`config.mk`:
```
export PLATFORM = sky130hd
export DESIGN_NAME = sync_serial_port_irq
export DESIGN_NICKNAME = d
export VERILOG_FILES = /design/src/common/ssp_irq_pkg.sv /design/src/rtl/irq_status_core.sv /design/src/rtl/axil_reg_port.sv /design/src/rtl/sync_serial_port_irq.sv
export VERILOG_INCLUDE_DIRS = /design/src /design/src/common
export SDC_FILE = /design/constraint.sdc
export NUM_CORES = 1
export LEC_CHECK = 0
export ABC_AREA = 0
export BUFFER_PORTS_ARGS = -buffer_cell sky130_fd_sc_hd__buf_2
export CAP_MARGIN = 25
export CORE_UTILIZATION = 42
export CTS_BUF_LIST = sky130_fd_sc_hd__clkbuf_8
export DETAILED_ROUTE_END_ITERATION = 8
export GPL_TIMING_DRIVEN = 0
export PLACE_DENSITY = 0.87
export SETUP_SLACK_MARGIN = 0.1
export SKIP_CTS_REPAIR_TIMING = 1
export SLEW_MARGIN = 0
export SYNTH_ARGS = -nofsm -noshare
export SYNTH_HDL_FRONTEND = slang
export SYNTH_SLANG_ARGS = --single-unit
```
`constraint.sdc`:
```
create_clock -name clk -period 1.75 [get_ports clk]
set_clock_uncertainty 0.15 [all_clocks]
set_input_delay 0.525 -clock clk [delete_from_list [all_inputs] [get_ports clk]]
set_output_delay 0.525 -clock clk [all_outputs]
set_load 0.01 [all_outputs]
```
`src/common/ssp_irq_consts.svh`:
```
// register offsets, field positions and reset values of the interrupt block
`ifndef SSP_IRQ_CONSTS_SVH
`define SSP_IRQ_CONSTS_SVH

`define ADDR_W 12
`define OFS_MASK 12'h014
`define OFS_RAW 12'h018
`define OFS_MASKED 12'h01C
`define OFS_CLEAR 12'h020
`define OFS_IDENT4 12'hFD0
`define OFS_IDENT5 12'hFD4
`define OFS_IDENT6 12'hFD8
`define OFS_IDENT7 12'hFDC
`define OFS_IDENT0 12'hFE0

`define BIT_TX_LEVEL 3
`define BIT_RX_LEVEL 2
`define BIT_RX_TIMEOUT 1
`define BIT_RX_OVERRUN 0
`define NUM_STICKY 2

`define RST_TX_LEVEL 1'h1
`define RST_RX_LEVEL 1'h0
`define RST_STICKY 1'h0
`define RST_MASK 4'h0

`endif

```
`src/common/ssp_irq_pkg.sv`:
```
// types shared by the serial port interrupt block
package ssp_irq_pkg;
    typedef logic [3:0] src_vec_t;
    typedef logic [31:0] word_t;
    typedef enum logic [1:0] {
        RESP_OKAY = 2'b00,
        RESP_SLVERR = 2'b10
    } axi_resp_t;
    typedef enum logic [2:0] {
        SEL_NONE = 3'b000,
        SEL_MASK = 3'b001,
        SEL_RAW = 3'b010,
        SEL_MASKED = 3'b011,
        SEL_CLEAR = 3'b100,
        SEL_IDENT_HI = 3'b101,
        SEL_IDENT0 = 3'b110
    } reg_sel_t;
endpackage

```
`src/rtl/irq_status_core.sv`:
```
// raw, masked and sticky interrupt status of the serial port
`timescale 1ns/1ns
`default_nettype none
`include "ssp_irq_consts.svh"
module irq_status_core
    import ssp_irq_pkg::*;
(
    input wire logic clk,
    input wire logic arst_n,
    input wire logic txLevelHalf,
    input wire logic rxLevelHalf,
    input wire logic rxTimeoutEvent,
    input wire logic rxOverrunEvent,
    input wire logic maskWrite,
    input wire src_vec_t maskData,
    input wire logic clearWrite,
    input wire logic [1:0] clearData,
    output src_vec_t rawStatus,
    output src_vec_t interruptMask,
    output src_vec_t maskedStatus,
    output logic irqOut
);
    src_vec_t next_raw;
    src_vec_t next_mask;
    logic [1:0] stickyEvent;

    assign stickyEvent = {rxTimeoutEvent, rxOverrunEvent};
    assign next_raw[`BIT_TX_LEVEL] = txLevelHalf;
    assign next_raw[`BIT_RX_LEVEL] = rxLevelHalf;
    assign next_mask = maskWrite ? maskData : interruptMask;
    assign maskedStatus = rawStatus & interruptMask;

    // set wins over a clear in the same cycle, so no event is lost
    for (genvar i = 0; i < `NUM_STICKY; i++) begin : g_sticky
        assign next_raw[i] = stickyEvent[i]
            | (rawStatus[i] & ~(clearWrite & clearData[i]));
    end

    always_ff @(posedge clk or negedge arst_n) begin
        if (!arst_n) begin
            rawStatus <= {`RST_TX_LEVEL, `RST_RX_LEVEL,
                `RST_STICKY, `RST_STICKY};
            interruptMask <= `RST_MASK;
            irqOut <= 1'b0;
        end else begin
            rawStatus <= next_raw;
            interruptMask <= next_mask;
            irqOut <= |(next_raw & next_mask);
        end
    end
endmodule // irq_status_core
`default_nettype wire

```
`src/rtl/axil_reg_port.sv`:
```
// axi4-lite slave front end: one write and one read at a time
`timescale 1ns/1ns
`default_nettype none
`include "ssp_irq_consts.svh"
module axil_reg_port
    import ssp_irq_pkg::*;
(
    input wire logic clk,
    input wire logic arst_n,
    input wire logic [`ADDR_W-1:0] awaddr,
    input wire logic awvalid,
    output logic awready,
    input wire word_t wdata,
    input wire logic [3:0] wstrb,
    input wire logic wvalid,
    output logic wready,
    output logic [1:0] bresp,
    output logic bvalid,
    input wire logic bready,
    input wire logic [`ADDR_W-1:0] araddr,
    input wire logic arvalid,
    output logic arready,
    output word_t rdata,
    output logic [1:0] rresp,
    output logic rvalid,
    input wire logic rready,
    input wire word_t readWord,
    input wire logic readHit,
    input wire logic writeHit,
    output logic writeFire,
    output logic [`ADDR_W-1:0] writeAddr,
    output word_t writeData,
    output logic [3:0] writeStrb
);
    logic awHeld;
    logic wHeld;
    logic awTake;
    logic wTake;
    logic arTake;

    assign awready = !awHeld && !bvalid;
    assign wready = !wHeld && !bvalid;
    assign arready = !rvalid;
    assign awTake = awvalid && awready;
    assign wTake = wvalid && wready;
    assign arTake = arvalid && arready;
    // acts once both halves are held; address and data come in any order
    assign writeFire = awHeld && wHeld && !bvalid;

    always_ff @(posedge clk or negedge arst_n) begin
        if (!arst_n) begin
            awHeld <= 1'b0;
            wHeld <= 1'b0;
            writeAddr <= '0;
            writeData <= '0;
            writeStrb <= 4'h0;
            bvalid <= 1'b0;
            bresp <= RESP_OKAY;
        end else begin
            if (awTake) begin
                awHeld <= 1'b1;
                writeAddr <= awaddr;
            end else if (writeFire) begin
                awHeld <= 1'b0;
            end
            if (wTake) begin
                wHeld <= 1'b1;
                writeData <= wdata;
                writeStrb <= wstrb;
            end else if (writeFire) begin
                wHeld <= 1'b0;
            end
            if (writeFire) begin
                bvalid <= 1'b1;
                bresp <= writeHit ? RESP_OKAY : RESP_SLVERR;
            end else if (bready) begin
                bvalid <= 1'b0;
            end
        end
    end

    always_ff @(posedge clk or negedge arst_n) begin
        if (!arst_n) begin
            rvalid <= 1'b0;
            rdata <= '0;
            rresp <= RESP_OKAY;
        end else if (arTake) begin
            rvalid <= 1'b1;
            rdata <= readWord;
            rresp <= readHit ? RESP_OKAY : RESP_SLVERR;
        end else if (rready) begin
            rvalid <= 1'b0;
        end
    end
endmodule // axil_reg_port
`default_nettype wire

```
`src/rtl/sync_serial_port_irq.sv`:
```
// interrupt status, mask, clear and identification registers on axi4-lite
//
// Chosen here: the AXI4-Lite slave port.
`timescale 1ns/1ns
`default_nettype none
`include "ssp_irq_consts.svh"
module sync_serial_port_irq
    import ssp_irq_pkg::*;
#(
    // arbitrary identification values
    parameter word_t IDENT_UPPER = 32'h5EC0_17A3,
    parameter logic [7:0] IDENT_LOW = 8'h6B
)
(
    input wire logic clk,
    input wire logic arst_n,
    input wire logic [`ADDR_W-1:0] awaddr,
    input wire logic awvalid,
    output logic awready,
    input wire word_t wdata,
    input wire logic [3:0] wstrb,
    input wire logic wvalid,
    output logic wready,
    output logic [1:0] bresp,
    output logic bvalid,
    input wire logic bready,
    input wire logic [`ADDR_W-1:0] araddr,
    input wire logic arvalid,
    output logic arready,
    output word_t rdata,
    output logic [1:0] rresp,
    output logic rvalid,
    input wire logic rready,
    input wire logic txLevelHalf,
    input wire logic rxLevelHalf,
    input wire logic rxTimeoutEvent,
    input wire logic rxOverrunEvent,
    output logic irqOut
);

    // ****************************************************************
    // address decode
    // ****************************************************************

    function automatic reg_sel_t decodeOfs(input logic [`ADDR_W-1:0] a);
        case (a)
            `OFS_MASK: decodeOfs = SEL_MASK;
            `OFS_RAW: decodeOfs = SEL_RAW;
            `OFS_MASKED: decodeOfs = SEL_MASKED;
            `OFS_CLEAR: decodeOfs = SEL_CLEAR;
            `OFS_IDENT4: decodeOfs = SEL_IDENT_HI;
            `OFS_IDENT5: decodeOfs = SEL_IDENT_HI;
            `OFS_IDENT6: decodeOfs = SEL_IDENT_HI;
            `OFS_IDENT7: decodeOfs = SEL_IDENT_HI;
            `OFS_IDENT0: decodeOfs = SEL_IDENT0;
            default: decodeOfs = SEL_NONE;
        endcase
    endfunction

    reg_sel_t readSel;
    reg_sel_t writeSel;
    logic readHit;
    logic writeHit;
    logic writeFire;
    logic [`ADDR_W-1:0] writeAddr;
    word_t writeData;
    logic [3:0] writeStrb;
    word_t readWord;
    logic [7:0] identHigh;
    logic maskWrite;
    logic clearWrite;
    logic lowLane;
    src_vec_t rawStatus;
    src_vec_t interruptMask;
    src_vec_t maskedStatus;

    assign readSel = decodeOfs(araddr);
    assign writeSel = decodeOfs(writeAddr);
    assign readHit = readSel != SEL_NONE;
    assign writeHit = writeSel != SEL_NONE;

    // ****************************************************************
    // write side effects
    // ****************************************************************

    // all fields live in byte lane 0; other lanes change nothing
    assign lowLane = writeFire && writeStrb[0];
    assign maskWrite = lowLane && writeSel == SEL_MASK;
    // raw, masked and identification words take no action on a write
    assign clearWrite = lowLane && writeSel == SEL_CLEAR;

    // ****************************************************************
    // read selection
    // ****************************************************************

    // byte index of the upper identifier is address bits 3:2
    assign identHigh = IDENT_UPPER[{araddr[3:2], 3'b000} +: 8];

    // unused and reserved bits read as zero
    assign readWord =
        (readSel == SEL_MASK) ? {28'h0, interruptMask} :
        (readSel == SEL_RAW) ? {28'h0, rawStatus} :
        (readSel == SEL_MASKED) ? {28'h0, maskedStatus} :
        (readSel == SEL_IDENT_HI) ? {24'h0, identHigh} :
        (readSel == SEL_IDENT0) ? {24'h0, IDENT_LOW} :
        32'h0;

    // ****************************************************************
    // bus slave and status core
    // ****************************************************************

    axil_reg_port u_port (
        .clk(clk),
        .arst_n(arst_n),
        .awaddr(awaddr),
        .awvalid(awvalid),
        .awready(awready),
        .wdata(wdata),
        .wstrb(wstrb),
        .wvalid(wvalid),
        .wready(wready),
        .bresp(bresp),
        .bvalid(bvalid),
        .bready(bready),
        .araddr(araddr),
        .arvalid(arvalid),
        .arready(arready),
        .rdata(rdata),
        .rresp(rresp),
        .rvalid(rvalid),
        .rready(rready),
        .readWord(readWord),
        .readHit(readHit),
        .writeHit(writeHit),
        .writeFire(writeFire),
        .writeAddr(writeAddr),
        .writeData(writeData),
        .writeStrb(writeStrb)
    );

    // level sources are resampled every cycle, so they drop on their own
    irq_status_core u_core (
        .clk(clk),
        .arst_n(arst_n),
        .txLevelHalf(txLevelHalf),
        .rxLevelHalf(rxLevelHalf),
        .rxTimeoutEvent(rxTimeoutEvent),
        .rxOverrunEvent(rxOverrunEvent),
        .maskWrite(maskWrite),
        .maskData(writeData[3:0]),
        .clearWrite(clearWrite),
        .clearData(writeData[1:0]),
        .rawStatus(rawStatus),
        .interruptMask(interruptMask),
        .maskedStatus(maskedStatus),
        .irqOut(irqOut)
    );

    // ****************************************************************
    // assertions
    // ****************************************************************

    logic arTake;
    assign arTake = arvalid && arready;

    a_raw_read_word: assert property (
        @(posedge clk) disable iff (!arst_n)
        arTake && readSel == SEL_RAW
        |=> rvalid && rdata == {28'h0, $past(rawStatus)}
    ) else $error("raw status read returned wrong word");

    a_tx_level_follow: assert property (
        @(posedge clk) disable iff (!arst_n)
        arst_n && $past(arst_n)
        |-> rawStatus[`BIT_TX_LEVEL] == $past(txLevelHalf)
    ) else $error("transmit level bit does not follow its source");

    a_rx_level_follow: assert property (
        @(posedge clk) disable iff (!arst_n)
        arst_n && $past(arst_n)
        |-> rawStatus[`BIT_RX_LEVEL] == $past(rxLevelHalf)
    ) else $error("receive level bit does not follow its source");

    a_timeout_set_wins: assert property (
        @(posedge clk) disable iff (!arst_n)
        rxTimeoutEvent |=> rawStatus[`BIT_RX_TIMEOUT]
    ) else $error("receive time-out event was lost");

    a_overrun_set_wins: assert property (
        @(posedge clk) disable iff (!arst_n)
        rxOverrunEvent |=> rawStatus[`BIT_RX_OVERRUN]
    ) else $error("receive overrun event was lost");

    a_masked_read_word: assert property (
        @(posedge clk) disable iff (!arst_n)
        arTake && readSel == SEL_MASKED
        |=> rdata == {28'h0, $past(rawStatus & interruptMask)}
    ) else $error("masked status read returned wrong word");

    a_mask_write_lands: assert property (
        @(posedge clk) disable iff (!arst_n)
        maskWrite |=> interruptMask == $past(writeData[3:0])
            && irqOut == |(rawStatus & $past(writeData[3:0]))
    ) else $error("mask write did not take effect");

    a_clear_timeout: assert property (
        @(posedge clk) disable iff (!arst_n)
        clearWrite && writeData[`BIT_RX_TIMEOUT] && !rxTimeoutEvent
        |=> !rawStatus[`BIT_RX_TIMEOUT]
    ) else $error("time-out clear did not clear");

    a_clear_zero_keeps: assert property (
        @(posedge clk) disable iff (!arst_n)
        clearWrite && !writeData[`BIT_RX_OVERRUN]
            && rawStatus[`BIT_RX_OVERRUN]
        |=> rawStatus[`BIT_RX_OVERRUN]
    ) else $error("writing zero cleared the overrun bit");

    a_reserved_zero: assert property (
        @(posedge clk) disable iff (!arst_n)
        arTake && readSel != SEL_MASK |=> rdata[31:8] == 24'h0
    ) else $error("reserved bits read nonzero");

    a_ident_bytes: assert property (
        @(posedge clk) disable iff (!arst_n)
        arTake && readSel == SEL_IDENT_HI
        |=> rdata[7:0] == IDENT_UPPER[{$past(araddr[3:2]), 3'b000} +: 8]
    ) else $error("identifier byte out of order");

    a_ident_fixed: assert property (
        @(posedge clk) disable iff (!arst_n)
        arTake && readSel == SEL_IDENT0 |=> rdata == {24'h0, IDENT_LOW}
    ) else $error("identification byte changed");

    a_level_drops: assert property (
        @(posedge clk) disable iff (!arst_n)
        !txLevelHalf
        |=> !rawStatus[`BIT_TX_LEVEL]
    ) else $error("transmit level bit held after its condition ended");

    a_irq_any_masked: assert property (
        @(posedge clk) disable iff (!arst_n)
        irqOut == (|maskedStatus)
    ) else $error("interrupt output disagrees with masked status");

    a_write_answer: assert property (
        @(posedge clk) disable iff (!arst_n)
        writeFire |=> bvalid
            && bresp == ($past(writeHit) ? RESP_OKAY : RESP_SLVERR)
    ) else $error("write answer missing or wrong");

    a_read_holds: assert property (
        @(posedge clk) disable iff (!arst_n)
        rvalid && !rready |=> rvalid && $stable(rdata)
    ) else $error("read data dropped before it was taken");

    // ****************************************************************
    // further checks on registers and handshakes
    // ****************************************************************

    a_rx_level_drops: assert property (
        @(posedge clk) disable iff (!arst_n)
        !rxLevelHalf
        |=> !rawStatus[`BIT_RX_LEVEL]
    ) else $error("receive level bit held after its condition ended");

    a_clear_overrun: assert property (
        @(posedge clk) disable iff (!arst_n)
        clearWrite && writeData[`BIT_RX_OVERRUN] && !rxOverrunEvent
        |=> !rawStatus[`BIT_RX_OVERRUN]
    ) else $error("overrun clear did not clear");

    a_zero_keeps_timeout: assert property (
        @(posedge clk) disable iff (!arst_n)
        clearWrite && !writeData[`BIT_RX_TIMEOUT]
            && rawStatus[`BIT_RX_TIMEOUT]
        |=> rawStatus[`BIT_RX_TIMEOUT]
    ) else $error("writing zero cleared the time-out bit");

    // a write to the raw or masked status word may not drop a sticky bit or the mask
    a_ro_write_none: assert property (
        @(posedge clk) disable iff (!arst_n)
        writeFire && (writeSel == SEL_RAW || writeSel == SEL_MASKED)
        |=> $stable(interruptMask)
            && ($past(rawStatus[1:0]) & ~rawStatus[1:0]) == 2'b00
    ) else $error("write to a read-only status word had an effect");

    a_mask_read_word: assert property (
        @(posedge clk) disable iff (!arst_n)
        arTake && readSel == SEL_MASK
        |=> rdata == {28'h0, $past(interruptMask)}
    ) else $error("mask read returned wrong word");

    a_clear_reads_zero: assert property (
        @(posedge clk) disable iff (!arst_n)
        arTake && readSel == SEL_CLEAR |=> rdata == 32'h0
    ) else $error("clear register read nonzero");

    // unmapped or misaligned addresses answer with an error and no data
    a_unmapped_read: assert property (
        @(posedge clk) disable iff (!arst_n)
        arTake && !readHit |=> rresp == RESP_SLVERR && rdata == 32'h0
    ) else $error("unmapped read not refused");

    a_read_answer: assert property (
        @(posedge clk) disable iff (!arst_n)
        arTake |=> rvalid
            && rresp == ($past(readHit) ? RESP_OKAY : RESP_SLVERR)
    ) else $error("read answer missing or wrong");

    a_write_refused: assert property (
        @(posedge clk) disable iff (!arst_n)
        bvalid |-> !awready && !wready
    ) else $error("write channel ready while an answer is pending");

    a_read_refused: assert property (
        @(posedge clk) disable iff (!arst_n)
        rvalid |-> !arready
    ) else $error("read address ready while read data is pending");

    a_write_holds: assert property (
        @(posedge clk) disable iff (!arst_n)
        bvalid && !bready |=> bvalid && $stable(bresp)
    ) else $error("write answer dropped before it was taken");

endmodule // sync_serial_port_irq
`default_nettype wire

```
### Word level (Yosys, flattened, before mapping)

Cells that the tools add are included.

| word-level totals | value |
|---|---|
| bits in registers | 66 |
| input port bits | 71 |
| output and inout port bits | 42 |
| logic and storage cells | 89 |

| operators by class | value |
|---|---|
| equal/unequal tests | 25 |
| shifts and indexed selects | 1 |
| muxes and demuxes | 17 |
| bitwise gates (word level) | 10 |
| reductions and logical operators | 23 |

Operator list:

| cell | number |
|---|---|
| == test 12 bit (second input constant) | 10 |
| == test 12 x 5 -> 1 bit (second input constant) | 6 |
| one-hot mux 3 bit (6 select lines) | 2 |
| 2-to-1 mux 8 bit | 4 |
| indexed part select 32 x 6 -> 8 bit (first input constant) | 1 |
| == test 12 x 6 -> 1 bit (second input constant) | 2 |
| OR reduction 4 bit | 3 |
| logical AND 1 bit | 10 |
| == test 3 bit (second input constant) | 3 |
| AND 4 bit | 2 |
| nonzero test 2 bit | 4 |
| 2-to-1 mux 1 bit | 7 |
| 2-to-1 mux 7 bit | 1 |
| == test 3 x 1 -> 1 bit (second input constant) | 2 |
| == test 3 x 2 -> 1 bit (second input constant) | 2 |
| nonzero test 3 bit | 2 |
| AND 1 bit | 4 |
| zero test 1 bit | 4 |
| 2-to-1 mux 2 bit | 2 |
| 2-to-1 mux 4 bit | 1 |
| NOT 1 bit | 2 |
| OR 1 bit | 2 |

### Longest topological paths before layout

Gate-level depths: netlist of the first run.

| logic depth | value |
|---|---|
| depth in word-level cells | 11 |
| depth in mapped cells | 6 |
| depth with buffers taken out | 5 |

### By module

Synthesis of the first run repeated with hierarchy kept, for this count alone.

| unflattened totals | value |
|---|---|
| cell total of the unflattened synthesis | 300 |
| area total of the unflattened synthesis | 4,219.0 µm² |

Modules (own cells, without submodules):

| module | times used | cells an instance | area each (µm²) | sequential area each (µm²) |
|---|---|---|---|---|
| axil_reg_port | 1 | 197 | 3,378.2 | 2,152.1 |
| sync_serial_port_irq | 1 | 80 | 499.2 | 0.0 |
| irq_status_core | 1 | 23 | 341.6 | 226.5 |

### Worst setup path after synthesis of the first run

Ideal clock, no wire load.

| timing path | value |
|---|---|
| path type | input to register |
| start | input port araddr[1] |
| end | register u_port.rdata[1] |
| setup time | 128 ps |
| arrival | 1,796 ps |
| data required time | 1,472 ps |
| path slack | -323 ps |
| cell stages on the path | 5 |
| buffers on the path | 1 |
| path through | or4b_1 > buf_2 > or4_1 > mux2i_1 > a21oi_1 |

| between the ends | value |
|---|---|
| cells in the longest elaborated chain, start to end | 9 |
| elaborated cells on any way between the ends | 21 |
| those cells by class | eq/ne: 14; mux: 6; reduce/logical: 1 |

RTL lines:

| item | RTL line | RTL |
|---|---|---|
| start: declaration | sync_serial_port_irq.sv:27 | `` input wire logic [`ADDR_W-1:0] araddr, `` |
| == test 12 bit | sync_serial_port_irq.sv:46 | `case (a)` |
| OR reduction 4 bit (no source line) | n/a |  |
| one-hot mux 3 bit (6 select lines) (*) | sync_serial_port_irq.sv:46 |  |
| == test 3 bit | sync_serial_port_irq.sv:105 | `(readSel == SEL_IDENT0) ? {24'h0, IDENT_LOW} :` |
| 2-to-1 mux 7 bit | sync_serial_port_irq.sv:105 |  |
| 2-to-1 mux 8 bit | sync_serial_port_irq.sv:104 | `(readSel == SEL_IDENT_HI) ? {24'h0, identHigh} :` |
| 2-to-1 mux 8 bit | sync_serial_port_irq.sv:103 | `(readSel == SEL_MASKED) ? {28'h0, maskedStatus} :` |
| 2-to-1 mux 8 bit | sync_serial_port_irq.sv:102 | `(readSel == SEL_RAW) ? {28'h0, rawStatus} :` |
| 2-to-1 mux 8 bit (*) | sync_serial_port_irq.sv:101 | `(readSel == SEL_MASK) ? {28'h0, interruptMask} :` |
| end signal: assignment | axil_reg_port.sv:89 | `rdata <= readWord;` |
| end: declaration | axil_reg_port.sv:23 | `output word_t rdata,` |

Mark *: on every way between the ends. The rest lies on a longest branch, timed or not.
A chain may end at the register's enable or synchronous reset.

### Worst setup path in the final report of the first run

| timing path | value |
|---|---|
| start | register u_port.writeAddr[5] |
| end | register u_core.irqOut |

| between the ends | value |
|---|---|
| cells in the longest elaborated chain, start to end | 11 |
| elaborated cells on any way between the ends | 26 |
| those cells by class | eq/ne: 11; mux: 2; bitwise: 9; reduce/logical: 4 |

RTL lines:

| item | RTL line | RTL |
|---|---|---|
| start: declaration | axil_reg_port.sv:31 | `` output logic [`ADDR_W-1:0] writeAddr, `` |
| start signal: assignment | axil_reg_port.sv:62 | `writeAddr <= awaddr;` |
| == test 12 bit | sync_serial_port_irq.sv:46 |  |
| OR reduction 4 bit (no source line) | n/a |  |
| one-hot mux 3 bit (6 select lines) (*) | sync_serial_port_irq.sv:46 |  |
| == test 3 bit | sync_serial_port_irq.sv:90 | `assign clearWrite = lowLane && writeSel == SEL_CLEAR;` |
| logical AND 1 bit | sync_serial_port_irq.sv:90 |  |
| AND 1 bit | irq_status_core.sv:36 | `\| (rawStatus[i] & ~(clearWrite & clearData[i]));` |
| NOT 1 bit | irq_status_core.sv:36 |  |
| AND 1 bit | irq_status_core.sv:36 |  |
| OR 1 bit | irq_status_core.sv:36 |  |
| AND 4 bit (*) | irq_status_core.sv:48 | `irqOut <= \|(next_raw & next_mask);` |
| OR reduction 4 bit (*) | irq_status_core.sv:48 |  |
| end signal: assignment | irq_status_core.sv:48 |  |
| end: declaration | irq_status_core.sv:21 | `output logic irqOut` |

Marked as above.

==> tab_implementation.tex, run 1 <==
\begin{tabular}{lr}
\hline
Metric & Value \\
\hline
\multicolumn{2}{l}{\textbf{Clocking}} \\
\quad CTS H-Tree Depth & 2 \\
\quad Clock Pin Slew Worst Setup and Hold Paths & 0.08 ns \\
\quad Number of buffers created by CTS & 5 \\
\quad Clock tree buffer depth & 2 \\
\quad CTS tree & done \\
\quad Skew-Pair Late Insertion Delay & 0.29 ns \\
\quad CTS Root Buffer Type & sky130\_fd\_sc\_hd\_\_clkbuf\_8 \\
\quad CTS sink cnt & 40 \\
\multicolumn{2}{l}{\textbf{Logic synthesis}} \\
\quad Portion of the post-synthesis area used by sequential elements & 47.1\% \\
\quad Warning count from the yosys run & 0 \\
\quad Yosys reg bits & 40 \\
\quad Top FF cell, synth & sky130\_fd\_sc\_hd\_\_dfrtp\_1 \\
\quad Area of the mapped netlist & 2130 sq um \\
\quad Cell count after synthesis & 210 \\
\quad Mean Syn Cell Area & 10.1 sq um \\
\quad Library cells used by synthesis & 50 \\
\quad Ranking of synthesized cells by area & sky130\_fd\_sc\_hd\_\_dfrtp\_1 (46\%), sky130\_fd\_sc\_hd\_\_buf\_4 (9.2\%), sky130\_fd\_sc\_hd\_\_mux2\_2 (7.4\%) \\
\quad Number of flops mapped to enable cells by yosys & 0 \\
\quad Share of flip-flops with an asynchronous set or reset after synthesis & 100\% \\
\quad Cell accounting for the most synthesized area & sky130\_fd\_sc\_hd\_\_dfrtp\_1 \\
\quad Area share of the largest cell type after synthesis & 45.9\% \\
\multicolumn{2}{l}{\textbf{Min path}} \\
\quad Hold Crit Endpoint & u\_core.rawStatus[2] \\
\quad Worst min-delay path startpoint & rxLevelHalf \\
\quad Classification of the worst-slack hold path & in -> reg \\
\quad Worst hold path cell count & 1 \\
\multicolumn{2}{l}{\textbf{GRT}} \\
\quad Global-route total usage across every layer & 18.3\% \\
\quad Global-route wire length before repair & 7380 um \\
\quad Number of global-route vias before repair & 1706 \\
\quad Overall overflow remaining after global route & 0 \\
\quad Maximum number of pins on one net before global-route repair & 41 \\
\quad Antenna violations before repair & 0 \\
\multicolumn{2}{l}{\textbf{Die}} \\
\quad I/O pin count & 113 \\
\quad Area of the core & 4790 sq um \\
\quad DIE HEIGHT & 73.1 um \\
\quad Rows & 25 \\
\quad Starting Density & 44.4\% \\
\quad Total Die Area & 5350 sq um \\
\quad DIE WIDTH & 73.1 um \\
\multicolumn{2}{l}{\textbf{Detailed routing}} \\
\quad DRC violation total after the first TritonRoute iteration & 62 \\
\quad Top metal layer carrying routed signals & met4 \\
\quad Met3 wire length & 419 um \\
\quad DR WL/cell & 13.8 um \\
\quad Via count & 1829 \\
\quad Total length of routed met2 wires & 2640 um \\
\quad Detailed-router iteration count before antenna repair & 4 \\
\quad Total detailed-routing wirelength & 5160 um \\
\quad Number of remaining DRC errors & 0 \\
\quad M1 WL & 2050 um \\
\quad Remaining antenna violation count & 0 \\
\quad Post-detailed-route via-to-cell ratio & 4.89 \\
\multicolumn{2}{l}{\textbf{Finish}} \\
\quad Layout cells sized above 1 & 48.2\% \\
\quad Layout Cells excl Fill & 374 \\
\quad Number of inserted filler cells in the final layout & 410 \\
\quad Ant. Diodes & 0 \\
\quad Final design instance area without fill & 2990 sq um \\
\quad Area added between synthesis and finish & 40.7\% \\
\quad Number of nets in the finished design & 378 \\
\multicolumn{2}{l}{\textbf{Power}} \\
\quad Switch Pwr & 1150 uW \\
\quad Combinational fraction of design power & 35.3\% \\
\quad Static Leak & 0.00141 uW \\
\quad Total power divided by cell area & 1110 nW/um\^{}2 \\
\quad Switching power share of the total & 34.8\% \\
\quad Internal power component & 2160 uW \\
\quad Share of power burned in the clock network & 19.8\% \\
\quad Worst supply voltage drop on vdd & 0.000957 V \\
\quad Sequential group share of total power & 44.9\% \\
\multicolumn{2}{l}{\textbf{Worst setup path}} \\
\quad Flop-to-flop setup slack & -0.21 ns \\
\quad Start of the worst register-to-register path & u\_port.writeAddr[5] \\
\quad Worst Setup Path Type & reg -> reg \\
\quad Startpoint Class & flip-flop \\
\quad Maximum fanout count along the critical path & 7 \\
\quad Critical Path RT & 1.76 ns \\
\quad Worst Reg2Reg Path Length in Cells & 6 \\
\quad Crit Reg-Reg Endpoint & u\_core.irqOut \\
\quad Arr. time, crit path & 1.97 ns \\
\quad Crit end category & flip-flop \\
\multicolumn{2}{l}{\textbf{Run status}} \\
\quad Violations in the final reports & negative setup slack \\
\quad Run status & complete, but fails checks \\
\multicolumn{2}{l}{\textbf{Timing}} \\
\quad Final hold vios & 0 \\
\quad Shortest clock period the worst path allows after layout & 1.96 ns \\
\quad Setup WS post-layout & -0.207 ns \\
\quad Maximum clock frequency & 511 MHz \\
\quad RSZ-0062 raised after global routing & yes \\
\quad Final setup vio count & 8 \\
\quad Worst Tran Pin Value & 0.891 ns \\
\quad Post-route fraction of the period consumed by the critical path & 112\% \\
\quad Number of pins exceeding their max-slew limit in the final report & 0 \\
\quad Remaining max-slew budget at the tightest pin & 40.6\% \\
\multicolumn{2}{l}{\textbf{Place}} \\
\quad Placed Cells & 356 \\
\quad Post-DP HPWL & 3530 um \\
\quad Number of I/O port buffers & 54 \\
\quad Instance area after placement & 2630 sq um \\
\quad Last weighted congestion value of the routability-driven placer & 0.838 \\
\multicolumn{2}{l}{\textbf{Flow run}} \\
\quad Number of max-cap violations & 0 \\
\hline
\end{tabular}
==> kinds of logic after synthesis <==
kind of cell	Yosys count	share of synthesized area, %
muxes	16	8.36
other	1	0.176
buffers and inverters	41	11.9
DFF	40	47.1
and+or+nand+nor	65	17.5
AOI/OAI and AO/OA	47	14.9
==> per-stage QoR <==
step	setup WS [ns]	hold slack [ns]	total power (uW)	util (%)	setup TNS [ns]
6_report	-0.207	0.194	3310	62.5	-0.730
5_1_grt	-0.292	0.185	3520	62.5	-1.47
4_1_cts	-0.237	0.186	2960	56.9	-1.15
3_5_place_dp	-0.501	0.317	2310	54.9	-2.59
3_3_place_gp	-0.482	0.308	2250	54.9	-2.02
2_1_floorplan	-0.323	0.0794	2030	-	-0.589
==> cells in the mapped netlist, types with 4 or more instances <==
| master | count |
|---|---|
| sky130_fd_sc_hd__a211oi_1 | 5 |
| sky130_fd_sc_hd__a21oi_1 | 6 |
| sky130_fd_sc_hd__buf_4 | 26 |
| sky130_fd_sc_hd__clkbuf_1 | 5 |
| sky130_fd_sc_hd__dfrtp_1 | 39 |
| sky130_fd_sc_hd__inv_1 | 8 |
| sky130_fd_sc_hd__mux2_2 | 14 |
| sky130_fd_sc_hd__nand2_1 | 18 |
| sky130_fd_sc_hd__nand3_1 | 7 |
| sky130_fd_sc_hd__nor2_1 | 9 |
| sky130_fd_sc_hd__nor3_1 | 4 |
| sky130_fd_sc_hd__o21a_1 | 5 |
| sky130_fd_sc_hd__o21ai_0 | 13 |
| sky130_fd_sc_hd__o31ai_1 | 5 |
==> sequential cells by signal, summed over array words and instances, names as in the netlist, 4 cells and up <==
signal                flops
u_port.writeAddr         12
u_port.rdata              8
u_core.interruptMask      4
u_core.rawStatus          4
u_port.writeData          4
==> worst max path at each step <==
| stage | slack (ns) | cells after the start | to | start |
|---|---|---|---|---|
| CTS | -0.24 | 5 | u_core.irqOut | u_port.writeAddr[11] |
| finish | -0.21 | 6 | u_core.irqOut | u_port.writeAddr[5] |
| global placement | -0.48 | 6 | u_port.rdata[1] | araddr[1] |
| global route | -0.29 | 6 | u_core.irqOut | u_port.writeAddr[5] |
| floorplan | -0.32 | 5 | u_port.rdata[1] | araddr[1] |
| detailed placement | -0.50 | 6 | u_port.rdata[1] | araddr[1] |
==> critical path, cell delays in order (launching register included) <==
cell and delay (ns):
sky130_fd_sc_hd__dfrtp_1 0.44, sky130_fd_sc_hd__nand2b_4 0.17, sky130_fd_sc_hd__or3b_4 0.37, sky130_fd_sc_hd__buf_6 0.14, sky130_fd_sc_hd__or2_1 0.22, sky130_fd_sc_hd__mux2i_1 0.22
sky130_fd_sc_hd__o2111ai_1 0.13
==> layer usage <==
layer  vias up  GRT usage (%)
met2        78           31.8
li1        896              -
met3         5           6.91
met1       850           20.5
met4         0           6.54
met5         -              0
==> placed cells by master (no fill, tap or decap), types with 4 or more instances in the layout <==
master,Yosys,layout
sky130_fd_sc_hd__buf_2,2,50
sky130_fd_sc_hd__dfrtp_1,39,38
sky130_fd_sc_hd__buf_4,26,34
sky130_fd_sc_hd__conb_1,1,26
sky130_fd_sc_hd__nand2_1,18,18
sky130_fd_sc_hd__mux2_2,14,14
sky130_fd_sc_hd__o21ai_0,13,10
sky130_fd_sc_hd__buf_6,0,9
sky130_fd_sc_hd__inv_1,8,8
sky130_fd_sc_hd__clkbuf_8,0,7
sky130_fd_sc_hd__nor2_2,0,6
sky130_fd_sc_hd__a21oi_1,6,6
sky130_fd_sc_hd__o21a_1,5,5
sky130_fd_sc_hd__nand3_1,7,5
sky130_fd_sc_hd__o31ai_1,5,5
sky130_fd_sc_hd__a211oi_1,5,4
==> layout make-up <==
class,instances,area (sq um),share of cell area (%)
Sequential cell,40,1000,33.5
Multi-Input combinational cell,155,1150,38.6
Tap cell,67,83.8,2.80
Timing Repair Buffer,64,378,12.6
Buffer,33,245,8.20
Inverter,8,30.0,1.00
Clock buffer,7,96.3,3.22
==> power by group through the flow <==
stage	Combinational, uW	Sequential, uW	Clock (uW)
floorplan	619	1410	0
global placement	821	1430	0
detailed placement	862	1440	0
CTS	863	1430	669
global route	1280	1530	712
finish	1170	1490	655
Note: power is estimated with default switching activity, not from simulation.
==> run 2, diff against run 1 <==
--- a/config.mk
+++ b/config.mk
@@ -6,14 +6,14 @@
 export SDC_FILE = /design/constraint.sdc
 export NUM_CORES = 1
 export LEC_CHECK = 0
-export ABC_AREA = 0
+export ABC_AREA = 1
 export BUFFER_PORTS_ARGS = -buffer_cell sky130_fd_sc_hd__buf_2
 export CAP_MARGIN = 25
-export CORE_UTILIZATION = 42
+export CORE_UTILIZATION = 48
 export CTS_BUF_LIST = sky130_fd_sc_hd__clkbuf_8
 export DETAILED_ROUTE_END_ITERATION = 8
 export GPL_TIMING_DRIVEN = 0
-export PLACE_DENSITY = 0.87
+export PLACE_DENSITY = 0.91
 export SETUP_SLACK_MARGIN = 0.1
 export SKIP_CTS_REPAIR_TIMING = 1
 export SLEW_MARGIN = 0
==> constraint.sdc (replaced) <==
create_clock -name clk -period 1.85 [get_ports clk]
set_clock_uncertainty 0.15 [all_clocks]
set_input_delay 0.555 -clock clk [delete_from_list [all_inputs] [get_ports clk]]
set_output_delay 0.555 -clock clk [all_outputs]
set_load 0.01 [all_outputs]
==> run 2 against run 1 <==
  * The flow now finishes without violations
  * Global-route usage grew 1.6 points
  * Sequential power down 11%
  * Via count rose by 14%
  * Flip-flop and latch count did not move
  * Worst hold slack better by 0.023 ns
  * Clock power grew 5.8%
  * Largest power group unchanged
==> tab_implementation.tex, run 2 <==
\begin{tabular}{lr}
\hline
Metric & Value \\
\hline
\multicolumn{2}{l}{\textbf{Logic synthesis}} \\
\quad Dominant combinational cell family by area after synthesis & simple AND/OR/NAND/NOR gates (unchanged) \\
\quad Share of the synthesized netlist area taken by xor and xnor gates & 0\% (unchanged) \\
\quad Top-count cell post-synth & sky130\_fd\_sc\_hd\_\_nand2\_1 (was sky130\_fd\_sc\_hd\_\_dfrtp\_1) \\
\quad Ranking of synthesized cells by area & sky130\_fd\_sc\_hd\_\_dfrtp\_1 (41\%), sky130\_fd\_sc\_hd\_\_nand2\_1 (10\%), sky130\_fd\_sc\_hd\_\_buf\_4 (8.6\%) (was sky130\_fd\_sc\_hd\_\_dfrtp\_1 (46\%), sky130\_fd\_sc\_hd\_\_buf\_4 (9.2\%), sky130\_fd\_sc\_hd\_\_mux2\_2 (7.4\%)) \\
\quad Post-synthesis mux area share & 2.87\% (was 8.36\%) \\
\quad Yosys reg bits & 40 (unchanged) \\
\quad Post-Synth Simple-Gate Area & 33.0\% (was 17.5\%) \\
\quad Area share of the largest cell type after synthesis & 41.5\% (was 45.9\%) \\
\quad Commonest cells in the synthesized netlist & sky130\_fd\_sc\_hd\_\_nand2\_1 (65), sky130\_fd\_sc\_hd\_\_dfrtp\_1 (39), sky130\_fd\_sc\_hd\_\_inv\_1 (32) (was sky130\_fd\_sc\_hd\_\_dfrtp\_1 (39), sky130\_fd\_sc\_hd\_\_buf\_4 (26), sky130\_fd\_sc\_hd\_\_nand2\_1 (18)) \\
\quad Adder-cell share of the synthesized area & 0\% (unchanged) \\
\quad Share of the synthesized area in compound gates (AO/OA/AOI/OAI) & 6.06\% (was 14.9\%) \\
\quad Mean Syn Cell Area & 7.95 sq um (was 10.1 sq um) \\
\quad Portion of the post-synthesis area used by sequential elements & 42.6\% (was 47.1\%) \\
\quad Number of flops mapped to enable cells by yosys & 0 (unchanged) \\
\quad Area of the mapped netlist & 2350 sq um (was 2130 sq um) \\
\quad Library cells used by synthesis & 29 (was 50) \\
\quad Cell accounting for the most synthesized area & sky130\_fd\_sc\_hd\_\_dfrtp\_1 (unchanged) \\
\quad Cell count after synthesis & 296 (was 210) \\
\quad Share of flip-flops with an asynchronous set or reset after synthesis & 100\% (unchanged) \\
\quad Top FF cell, synth & sky130\_fd\_sc\_hd\_\_dfrtp\_1 (unchanged) \\
\quad Warning count from the yosys run & 0 (unchanged) \\
\multicolumn{2}{l}{\textbf{Power}} \\
\quad Sequential group share of total power & 44.4\% (was 44.9\%) \\
\quad Total power divided by cell area & 1010 nW/um\^{}2 (was 1110 nW/um\^{}2) \\
\quad Worst supply voltage drop on vdd & 0.000790 V (was 0.000957 V) \\
\quad Combinational fraction of design power & 32.3\% (was 35.3\%) \\
\quad Static Leak & 0.00162 uW (was 0.00141 uW) \\
\quad Switching power share of the total & 35.8\% (was 34.8\%) \\
\quad Internal power component & 1900 uW (was 2160 uW) \\
\quad Switch Pwr & 1060 uW (was 1150 uW) \\
\quad Share of power burned in the clock network & 23.4\% (was 19.8\%) \\
\multicolumn{2}{l}{\textbf{Detailed routing}} \\
\quad Post-detailed-route via-to-cell ratio & 4.62 (was 4.89) \\
\quad Top metal layer carrying routed signals & met4 (unchanged) \\
\quad Met3 wire length & 269 um (was 419 um) \\
\quad DRC violation total after the first TritonRoute iteration & 87 (was 62) \\
\quad Number of remaining DRC errors & 0 (unchanged) \\
\quad M1 WL & 1890 um (was 2050 um) \\
\quad Via count & 2089 (was 1829) \\
\quad Total length of routed met2 wires & 2470 um (was 2640 um) \\
\quad Total detailed-routing wirelength & 4720 um (was 5160 um) \\
\quad Detailed-router iteration count before antenna repair & 4 (unchanged) \\
\quad Remaining antenna violation count & 0 (unchanged) \\
\quad DR WL/cell & 10.4 um (was 13.8 um) \\
\multicolumn{2}{l}{\textbf{Die}} \\
\quad Total Die Area & 5190 sq um (was 5350 sq um) \\
\quad Rows & 25 (unchanged) \\
\quad DIE HEIGHT & 72.0 um (was 73.1 um) \\
\quad Area of the core & 4720 sq um (was 4790 sq um) \\
\quad I/O pin count & 113 (unchanged) \\
\quad Starting Density & 49.8\% (was 44.4\%) \\
\quad DIE WIDTH & 72.0 um (was 73.1 um) \\
\multicolumn{2}{l}{\textbf{Timing}} \\
\quad Worst Tran Pin Value & 0.862 ns (was 0.891 ns) \\
\quad RSZ-0062 raised after global routing & yes (unchanged) \\
\quad Final setup vio count & 0 (was 8) \\
\quad Post-route fraction of the period consumed by the critical path & 93.4\% \\
\quad Maximum clock frequency & 579 MHz \\
\quad Remaining max-slew budget at the tightest pin & 42.5\% (was 40.6\%) \\
\quad Shortest clock period the worst path allows after layout & 1.73 ns \\
\quad Final hold vios & 0 (unchanged) \\
\quad Number of pins exceeding their max-slew limit in the final report & 0 (unchanged) \\
\multicolumn{2}{l}{\textbf{Min path}} \\
\quad Classification of the worst-slack hold path & in -> async (was in -> reg) \\
\multicolumn{2}{l}{\textbf{GRT}} \\
\quad Number of global-route vias before repair & 1941 (was 1706) \\
\quad Global-route wire length before repair & 8000 um (was 7380 um) \\
\quad Global-route total usage across every layer & 19.9\% (was 18.3\%) \\
\quad Antenna violations before repair & 0 (unchanged) \\
\quad Maximum number of pins on one net before global-route repair & 41 (unchanged) \\
\quad Overall overflow remaining after global route & 0 (unchanged) \\
\multicolumn{2}{l}{\textbf{Clocking}} \\
\quad CTS Root Buffer Type & sky130\_fd\_sc\_hd\_\_clkbuf\_8 (unchanged) \\
\quad Number of buffers created by CTS & 5 (unchanged) \\
\quad Clock Pin Slew Worst Setup and Hold Paths & 0.08 ns (about the same) \\
\quad Clock tree buffer depth & 2 (unchanged) \\
\quad CTS H-Tree Depth & 2 (unchanged) \\
\quad CTS tree & done (unchanged) \\
\quad Skew-Pair Late Insertion Delay & 0.29 ns (about the same) \\
\quad CTS sink cnt & 40 (unchanged) \\
\multicolumn{2}{l}{\textbf{Finish}} \\
\quad Number of nets in the finished design & 455 (was 378) \\
\quad Register bank with the most flops & u\_port.writeAddr (unchanged) \\
\quad Registers with the highest flip-flop counts & u\_port.writeAddr (12), u\_port.rdata (8) (unchanged) \\
\quad Ant. Diodes & 0 (unchanged) \\
\quad Largest register FFs & 12 (unchanged) \\
\quad Layout cells sized above 1 & 33.2\% (was 48.2\%) \\
\quad Most used cells in the layout excluding fill and tap cells & sky130\_fd\_sc\_hd\_\_nand2\_1 (65), sky130\_fd\_sc\_hd\_\_buf\_2 (56), sky130\_fd\_sc\_hd\_\_dfrtp\_1 (38) (was sky130\_fd\_sc\_hd\_\_buf\_2 (50), sky130\_fd\_sc\_hd\_\_dfrtp\_1 (38), sky130\_fd\_sc\_hd\_\_buf\_4 (34)) \\
\quad Area added between synthesis and finish & 24.9\% (was 40.7\%) \\
\quad Layout Cells excl Fill & 452 (was 374) \\
\quad Final design instance area without fill & 2940 sq um (was 2990 sq um) \\
\quad Leading cell type in the layout, fill and taps excluded & sky130\_fd\_sc\_hd\_\_nand2\_1 (was sky130\_fd\_sc\_hd\_\_buf\_2) \\
\multicolumn{2}{l}{\textbf{Worst setup path}} \\
\quad Crit path from & u\_port.awHeld (was u\_port.writeAddr[5]) \\
\quad Start of the worst register-to-register path & u\_port.bvalid (was u\_port.writeAddr[5]) \\
\quad Worst Reg2Reg Path Length in Cells & 8 (was 6) \\
\quad Flop-to-flop setup slack & 0.27 ns (was -0.21 ns) \\
\quad Crit end category & primary output (was flip-flop) \\
\quad Arr. time, crit path & 1.02 ns (was 1.97 ns) \\
\quad Critical Path RT & 1.14 ns (was 1.76 ns) \\
\quad Startpoint Class & flip-flop (unchanged) \\
\quad Capture point of the critical path & awready (was u\_core.irqOut) \\
\quad Maximum fanout count along the critical path & 3 (was 7) \\
\quad Crit Reg-Reg Endpoint & u\_core.irqOut (unchanged) \\
\quad Worst Setup Path Type & reg -> out (was reg -> reg) \\
\multicolumn{2}{l}{\textbf{Place}} \\
\quad Instance area after placement & 2810 sq um (was 2630 sq um) \\
\quad Post-DP HPWL & 3720 um (was 3530 um) \\
\quad Last weighted congestion value of the routability-driven placer & 0.871 (was 0.838) \\
\quad Number of I/O port buffers & 55 (was 54) \\
\quad Placed Cells & 443 (was 356) \\
\multicolumn{2}{l}{\textbf{Run status}} \\
\quad Run status & complete, no violations (was complete, but fails checks) \\
\multicolumn{2}{l}{\textbf{Flow run}} \\
\quad Number of max-cap violations & 0 (unchanged) \\
\hline
\end{tabular}
-- run 2: changes by cell type after synthesis, sizes merged, moves of 5 or more --
cell | before | now
nand4 | 2 | 9
nor2 | 9 | 43
mux2 | 14 | 6
a21oi | 6 | 13
a211oi | 5 | 0
inv | 8 | 40
o21a | 5 | 0
nand2 | 19 | 69
nand3 | 7 | 24
or2 | 5 | 0
-- run 2: worst max-delay path, cell delays in order, from the launching register on --
cell,delay [ns]
sky130_fd_sc_hd__dfrtp_1,0.43
sky130_fd_sc_hd__nor2_2,0.16
sky130_fd_sc_hd__buf_2,0.15
-- run 2: routing by layer --
layer,global-route usage (%),vias up
li1,-,1064
met1,21.0,943
met2,37.9,74
met3,4.31,8
met4,8.50,0
met5,0,-
-- run 2: how the worst min path moves through the flow --
| stage | end | slack, ns | cells after the start |
|---|---|---|---|
| after floorplan | u_core.interruptMask[0] | 0.11 | 0 |
| after global placement | u_port.rdata[2] | 0.31 | 2 |
| after detailed placement | u_port.rdata[1] | 0.31 | 2 |
| after CTS | u_core.rawStatus[3] | 0.22 | 1 |
| after global routing | u_core.rawStatus[3] | 0.21 | 1 |
| final | u_port.rdata[5] | 0.22 | 1 |
-- run 2: power groups by stage --
stage	Clock, uW	Sequential, uW	Combinational (uW)
global placement	0	1290	880
floorplan	0	1290	660
detailed placement	0	1310	919
global route	735	1350	1090
finish	693	1320	957
CTS	704	1290	923
-- run 2: cell families after synthesis --
group | count (synthesis)
AOI/OAI and AO/OA | 26
other | 1
and+or+nand+nor | 154
DFF | 40
muxes | 6
buffers and inverters | 69
-- run 2: area by class of cell --
cell class	instances	area, sq um
Timing Repair Buffer	56	283
Clock buffer	5	68.8
Inverter	40	150
Fill cell	429	1780
Buffer	29	211
Sequential cell	40	1000
Clock inverter	3	38.8
Multi-Input combinational cell	212	1100
Tap cell	67	83.8
-- run 2: metrics by stage --
stage	setup WS [ns]	total power (uW)	setup TNS [ns]	hold slack [ns]	util, %
global placement	-0.00986	2170	-0.00986	0.311	59.4
finish	0.123	2960	0	0.218	62.3
detailed placement	-0.0380	2230	-0.0380	0.311	59.4
CTS	0.0722	2920	0	0.223	61.7
floorplan	0.246	1950	0	0.109	-
global route	0.0762	3170	0	0.215	62.3
==> run 3, diff against run 2 <==
--- a/config.mk
+++ b/config.mk
@@ -14,6 +14,7 @@
 export DETAILED_ROUTE_END_ITERATION = 8
 export GPL_TIMING_DRIVEN = 0
 export PLACE_DENSITY = 0.91
+export REMOVE_ABC_BUFFERS = 1
 export SETUP_SLACK_MARGIN = 0.1
 export SKIP_CTS_REPAIR_TIMING = 1
 export SLEW_MARGIN = 0
==> run 3 against run 2 <==
  * Final area down 6.6%
  * Power up 0.37%
  * Setup slack better by 0.018 ns
  * Combinational power down 6.6%
  * Via count down 4.8%
  * Non-clock buffer count down 28
  * Utilization down 4.1 points
  * Die area unchanged
  * Clock-buffer cell count up 2
  * First-iteration DRC count down 38%
  * Global-route usage down 0.85 points
  * Critical endpoint unchanged
  * Largest power group unchanged
==> tab_implementation.tex, run 3 (same netlist as run 2, synthesis figures left out) <==
\begin{tabular}{lr}
\hline
Metric & Value \\
\hline
\multicolumn{2}{l}{\textbf{Run status}} \\
\quad Run status & complete, no violations (unchanged) \\
\multicolumn{2}{l}{\textbf{Finish}} \\
\quad Register bank with the most flops & u\_port.writeAddr (unchanged) \\
\quad Final design utilization & 58.1\% (was 62.3\%) \\
\quad Number of inserted filler cells in the final layout & 417 (was 429) \\
\quad Number of nets in the finished design & 427 (was 455) \\
\quad Largest register FFs & 12 (unchanged) \\
\quad Layout cells sized above 1 & 28.6\% (was 33.2\%) \\
\quad Registers with the highest flip-flop counts & u\_port.writeAddr (12), u\_port.rdata (8) (unchanged) \\
\quad Area added between synthesis and finish & 16.7\% (was 24.9\%) \\
\quad Ant. Diodes & 0 (unchanged) \\
\quad Leading cell type in the layout, fill and taps excluded & sky130\_fd\_sc\_hd\_\_nand2\_1 (unchanged) \\
\quad Most used cells in the layout excluding fill and tap cells & sky130\_fd\_sc\_hd\_\_nand2\_1 (64), sky130\_fd\_sc\_hd\_\_buf\_2 (55), sky130\_fd\_sc\_hd\_\_dfrtp\_1 (39) (was sky130\_fd\_sc\_hd\_\_nand2\_1 (65), sky130\_fd\_sc\_hd\_\_buf\_2 (56), sky130\_fd\_sc\_hd\_\_dfrtp\_1 (38)) \\
\multicolumn{2}{l}{\textbf{Die}} \\
\quad DIE HEIGHT & 72.0 um (unchanged) \\
\quad Area of the core & 4720 sq um (unchanged) \\
\quad Total Die Area & 5190 sq um (unchanged) \\
\quad DIE WIDTH & 72.0 um (unchanged) \\
\quad I/O pin count & 113 (unchanged) \\
\quad Starting Density & 49.8\% (unchanged) \\
\quad Rows & 25 (unchanged) \\
\multicolumn{2}{l}{\textbf{Worst setup path}} \\
\quad Worst Setup Path Type & reg -> out (unchanged) \\
\quad Flop-to-flop setup slack & 0.30 ns (was 0.27 ns) \\
\quad Maximum fanout count along the critical path & 3 (unchanged) \\
\quad Startpoint Class & flip-flop (unchanged) \\
\quad Critical Path RT & 1.14 ns (about the same) \\
\quad Worst Reg2Reg Path Length in Cells & 8 (unchanged) \\
\quad Crit Reg-Reg Endpoint & u\_core.irqOut (unchanged) \\
\quad Arr. time, crit path & 1.00 ns (was 1.02 ns) \\
\quad Crit end category & primary output (unchanged) \\
\quad Start of the worst register-to-register path & u\_port.awHeld (was u\_port.bvalid) \\
\multicolumn{2}{l}{\textbf{Timing}} \\
\quad Final hold vios & 0 (unchanged) \\
\quad Worst Hold Margin & 0.211 ns (was 0.218 ns) \\
\quad Final setup vio count & 0 (unchanged) \\
\quad Post-route fraction of the period consumed by the critical path & 92.4\% (was 93.4\%) \\
\quad RSZ-0062 raised after global routing & yes (unchanged) \\
\quad Remaining max-slew budget at the tightest pin & 42.3\% (was 42.5\%) \\
\quad Final setup TNS & 0 ns (unchanged) \\
\quad Number of pins exceeding their max-slew limit in the final report & 0 (unchanged) \\
\quad Maximum clock frequency & 585 MHz (was 579 MHz) \\
\quad Worst Tran Pin Value & 0.866 ns (was 0.862 ns) \\
\quad Shortest clock period the worst path allows after layout & 1.71 ns (was 1.73 ns) \\
\multicolumn{2}{l}{\textbf{Clocking}} \\
\quad Clock Pin Slew Worst Setup and Hold Paths & 0.08 ns (about the same) \\
\quad CTS Root Buffer Type & sky130\_fd\_sc\_hd\_\_clkbuf\_8 (unchanged) \\
\quad Skew-Pair Late Insertion Delay & 0.30 ns (was 0.29 ns) \\
\quad Clock tree buffer depth & 2 (unchanged) \\
\quad CTS sink cnt & 40 (unchanged) \\
\quad Number of buffers created by CTS & 5 (unchanged) \\
\quad CTS H-Tree Depth & 2 (unchanged) \\
\quad CTS tree & done (unchanged) \\
\multicolumn{2}{l}{\textbf{Flow run}} \\
\quad Number of max-cap violations & 0 (unchanged) \\
\multicolumn{2}{l}{\textbf{GRT}} \\
\quad Global-route total usage across every layer & 19.0\% (was 19.9\%) \\
\quad Global-route wire length before repair & 7540 um (was 8000 um) \\
\quad Overall overflow remaining after global route & 0 (unchanged) \\
\quad Antenna violations before repair & 0 (unchanged) \\
\quad Maximum number of pins on one net before global-route repair & 41 (unchanged) \\
\quad Number of global-route vias before repair & 1768 (was 1941) \\
\multicolumn{2}{l}{\textbf{Power}} \\
\quad Total power divided by cell area & 1080 nW/um\^{}2 (was 1010 nW/um\^{}2) \\
\quad Worst supply voltage drop on vdd & 0.000882 V (was 0.000790 V) \\
\quad Static Leak & 0.00148 uW (was 0.00162 uW) \\
\multicolumn{2}{l}{\textbf{Place}} \\
\quad Number of I/O port buffers & 55 (unchanged) \\
\quad Post-DP HPWL & 3570 um (was 3720 um) \\
\quad Last weighted congestion value of the routability-driven placer & 0.878 (was 0.871) \\
\multicolumn{2}{l}{\textbf{Detailed routing}} \\
\quad Post-detailed-route via-to-cell ratio & 4.69 (was 4.62) \\
\quad Total detailed-routing wirelength & 4650 um (was 4720 um) \\
\quad DR WL/cell & 11.0 um (was 10.4 um) \\
\quad Remaining antenna violation count & 0 (unchanged) \\
\quad DRC violation total after the first TritonRoute iteration & 54 (was 87) \\
\quad Number of remaining DRC errors & 0 (unchanged) \\
\quad Detailed-router iteration count before antenna repair & 4 (unchanged) \\
\quad Via count & 1989 (was 2089) \\
\multicolumn{2}{l}{\textbf{Min path}} \\
\quad Classification of the worst-slack hold path & in -> async (unchanged) \\
\hline
\end{tabular}
-- run 3: layer usage --
metal | part of all wire (%) | GRT usage, % | vias up
met5 | 0 | 0 | -
met1 | 42 | 22.1 | 899
met3 | 5.7 | 5.69 | 8
li1 | - | - | 1008
met2 | 51 | 33.1 | 74
met4 | 1.7 | 7.41 | 0
-- run 3: layout make-up --
type	instances	area, sq um	area share, %
Inverter	40	150	5.47
Clock inverter	1	30.0	1.09
Sequential cell	40	1000	36.5
Timing Repair Buffer	57	290	10.6
Clock buffer	7	96.3	3.51
Tap cell	67	83.8	3.05
Multi-Input combinational cell	212	1090	39.8
-- run 3: worst max path at each step --
| stage | start | endpoint |
|---|---|---|
| 2_1_floorplan | araddr[9] | u_port.rdata[1] |
| 3_3_place_gp | araddr[7] | u_port.rdata[1] |
| 3_5_place_dp | araddr[9] | u_port.rdata[1] |
| 4_1_cts | u_port.bvalid | awready |
| 5_1_grt | u_port.wHeld | wready |
| 6_report | u_port.awHeld | awready |
-- run 3: worst max-delay path, stage by stage, from the launching register on --
cell and delay (ns):
sky130_fd_sc_hd__dfrtp_1 0.41, sky130_fd_sc_hd__nor2_2 0.15, sky130_fd_sc_hd__buf_2 0.15
-- run 3: through the flow --
step / setup WS [ns] / cells / area (sq um) / power (uW)
CTS: 0.0731 / 422 / 2720 / 2960
floorplan: 0.232 / 292 / 2240 / 1900
finish: 0.141 / 424 / 2750 / 2980
global placement: -0.0261 / 414 / 2590 / 2110
global route: 0.0779 / 424 / 2750 / 3160
detailed placement: -0.0750 / 414 / 2590 / 2170
-- run 3: power breakdown --
| group | total [uW] | internal, uW | switching (uW) |
|---|---|---|---|
| sequential | 1300 | 1120 | 179 |
| clock | 784 | 476 | 308 |
| combinational | 894 | 341 | 553 |
| total | 2980 | 1940 | 1040 |
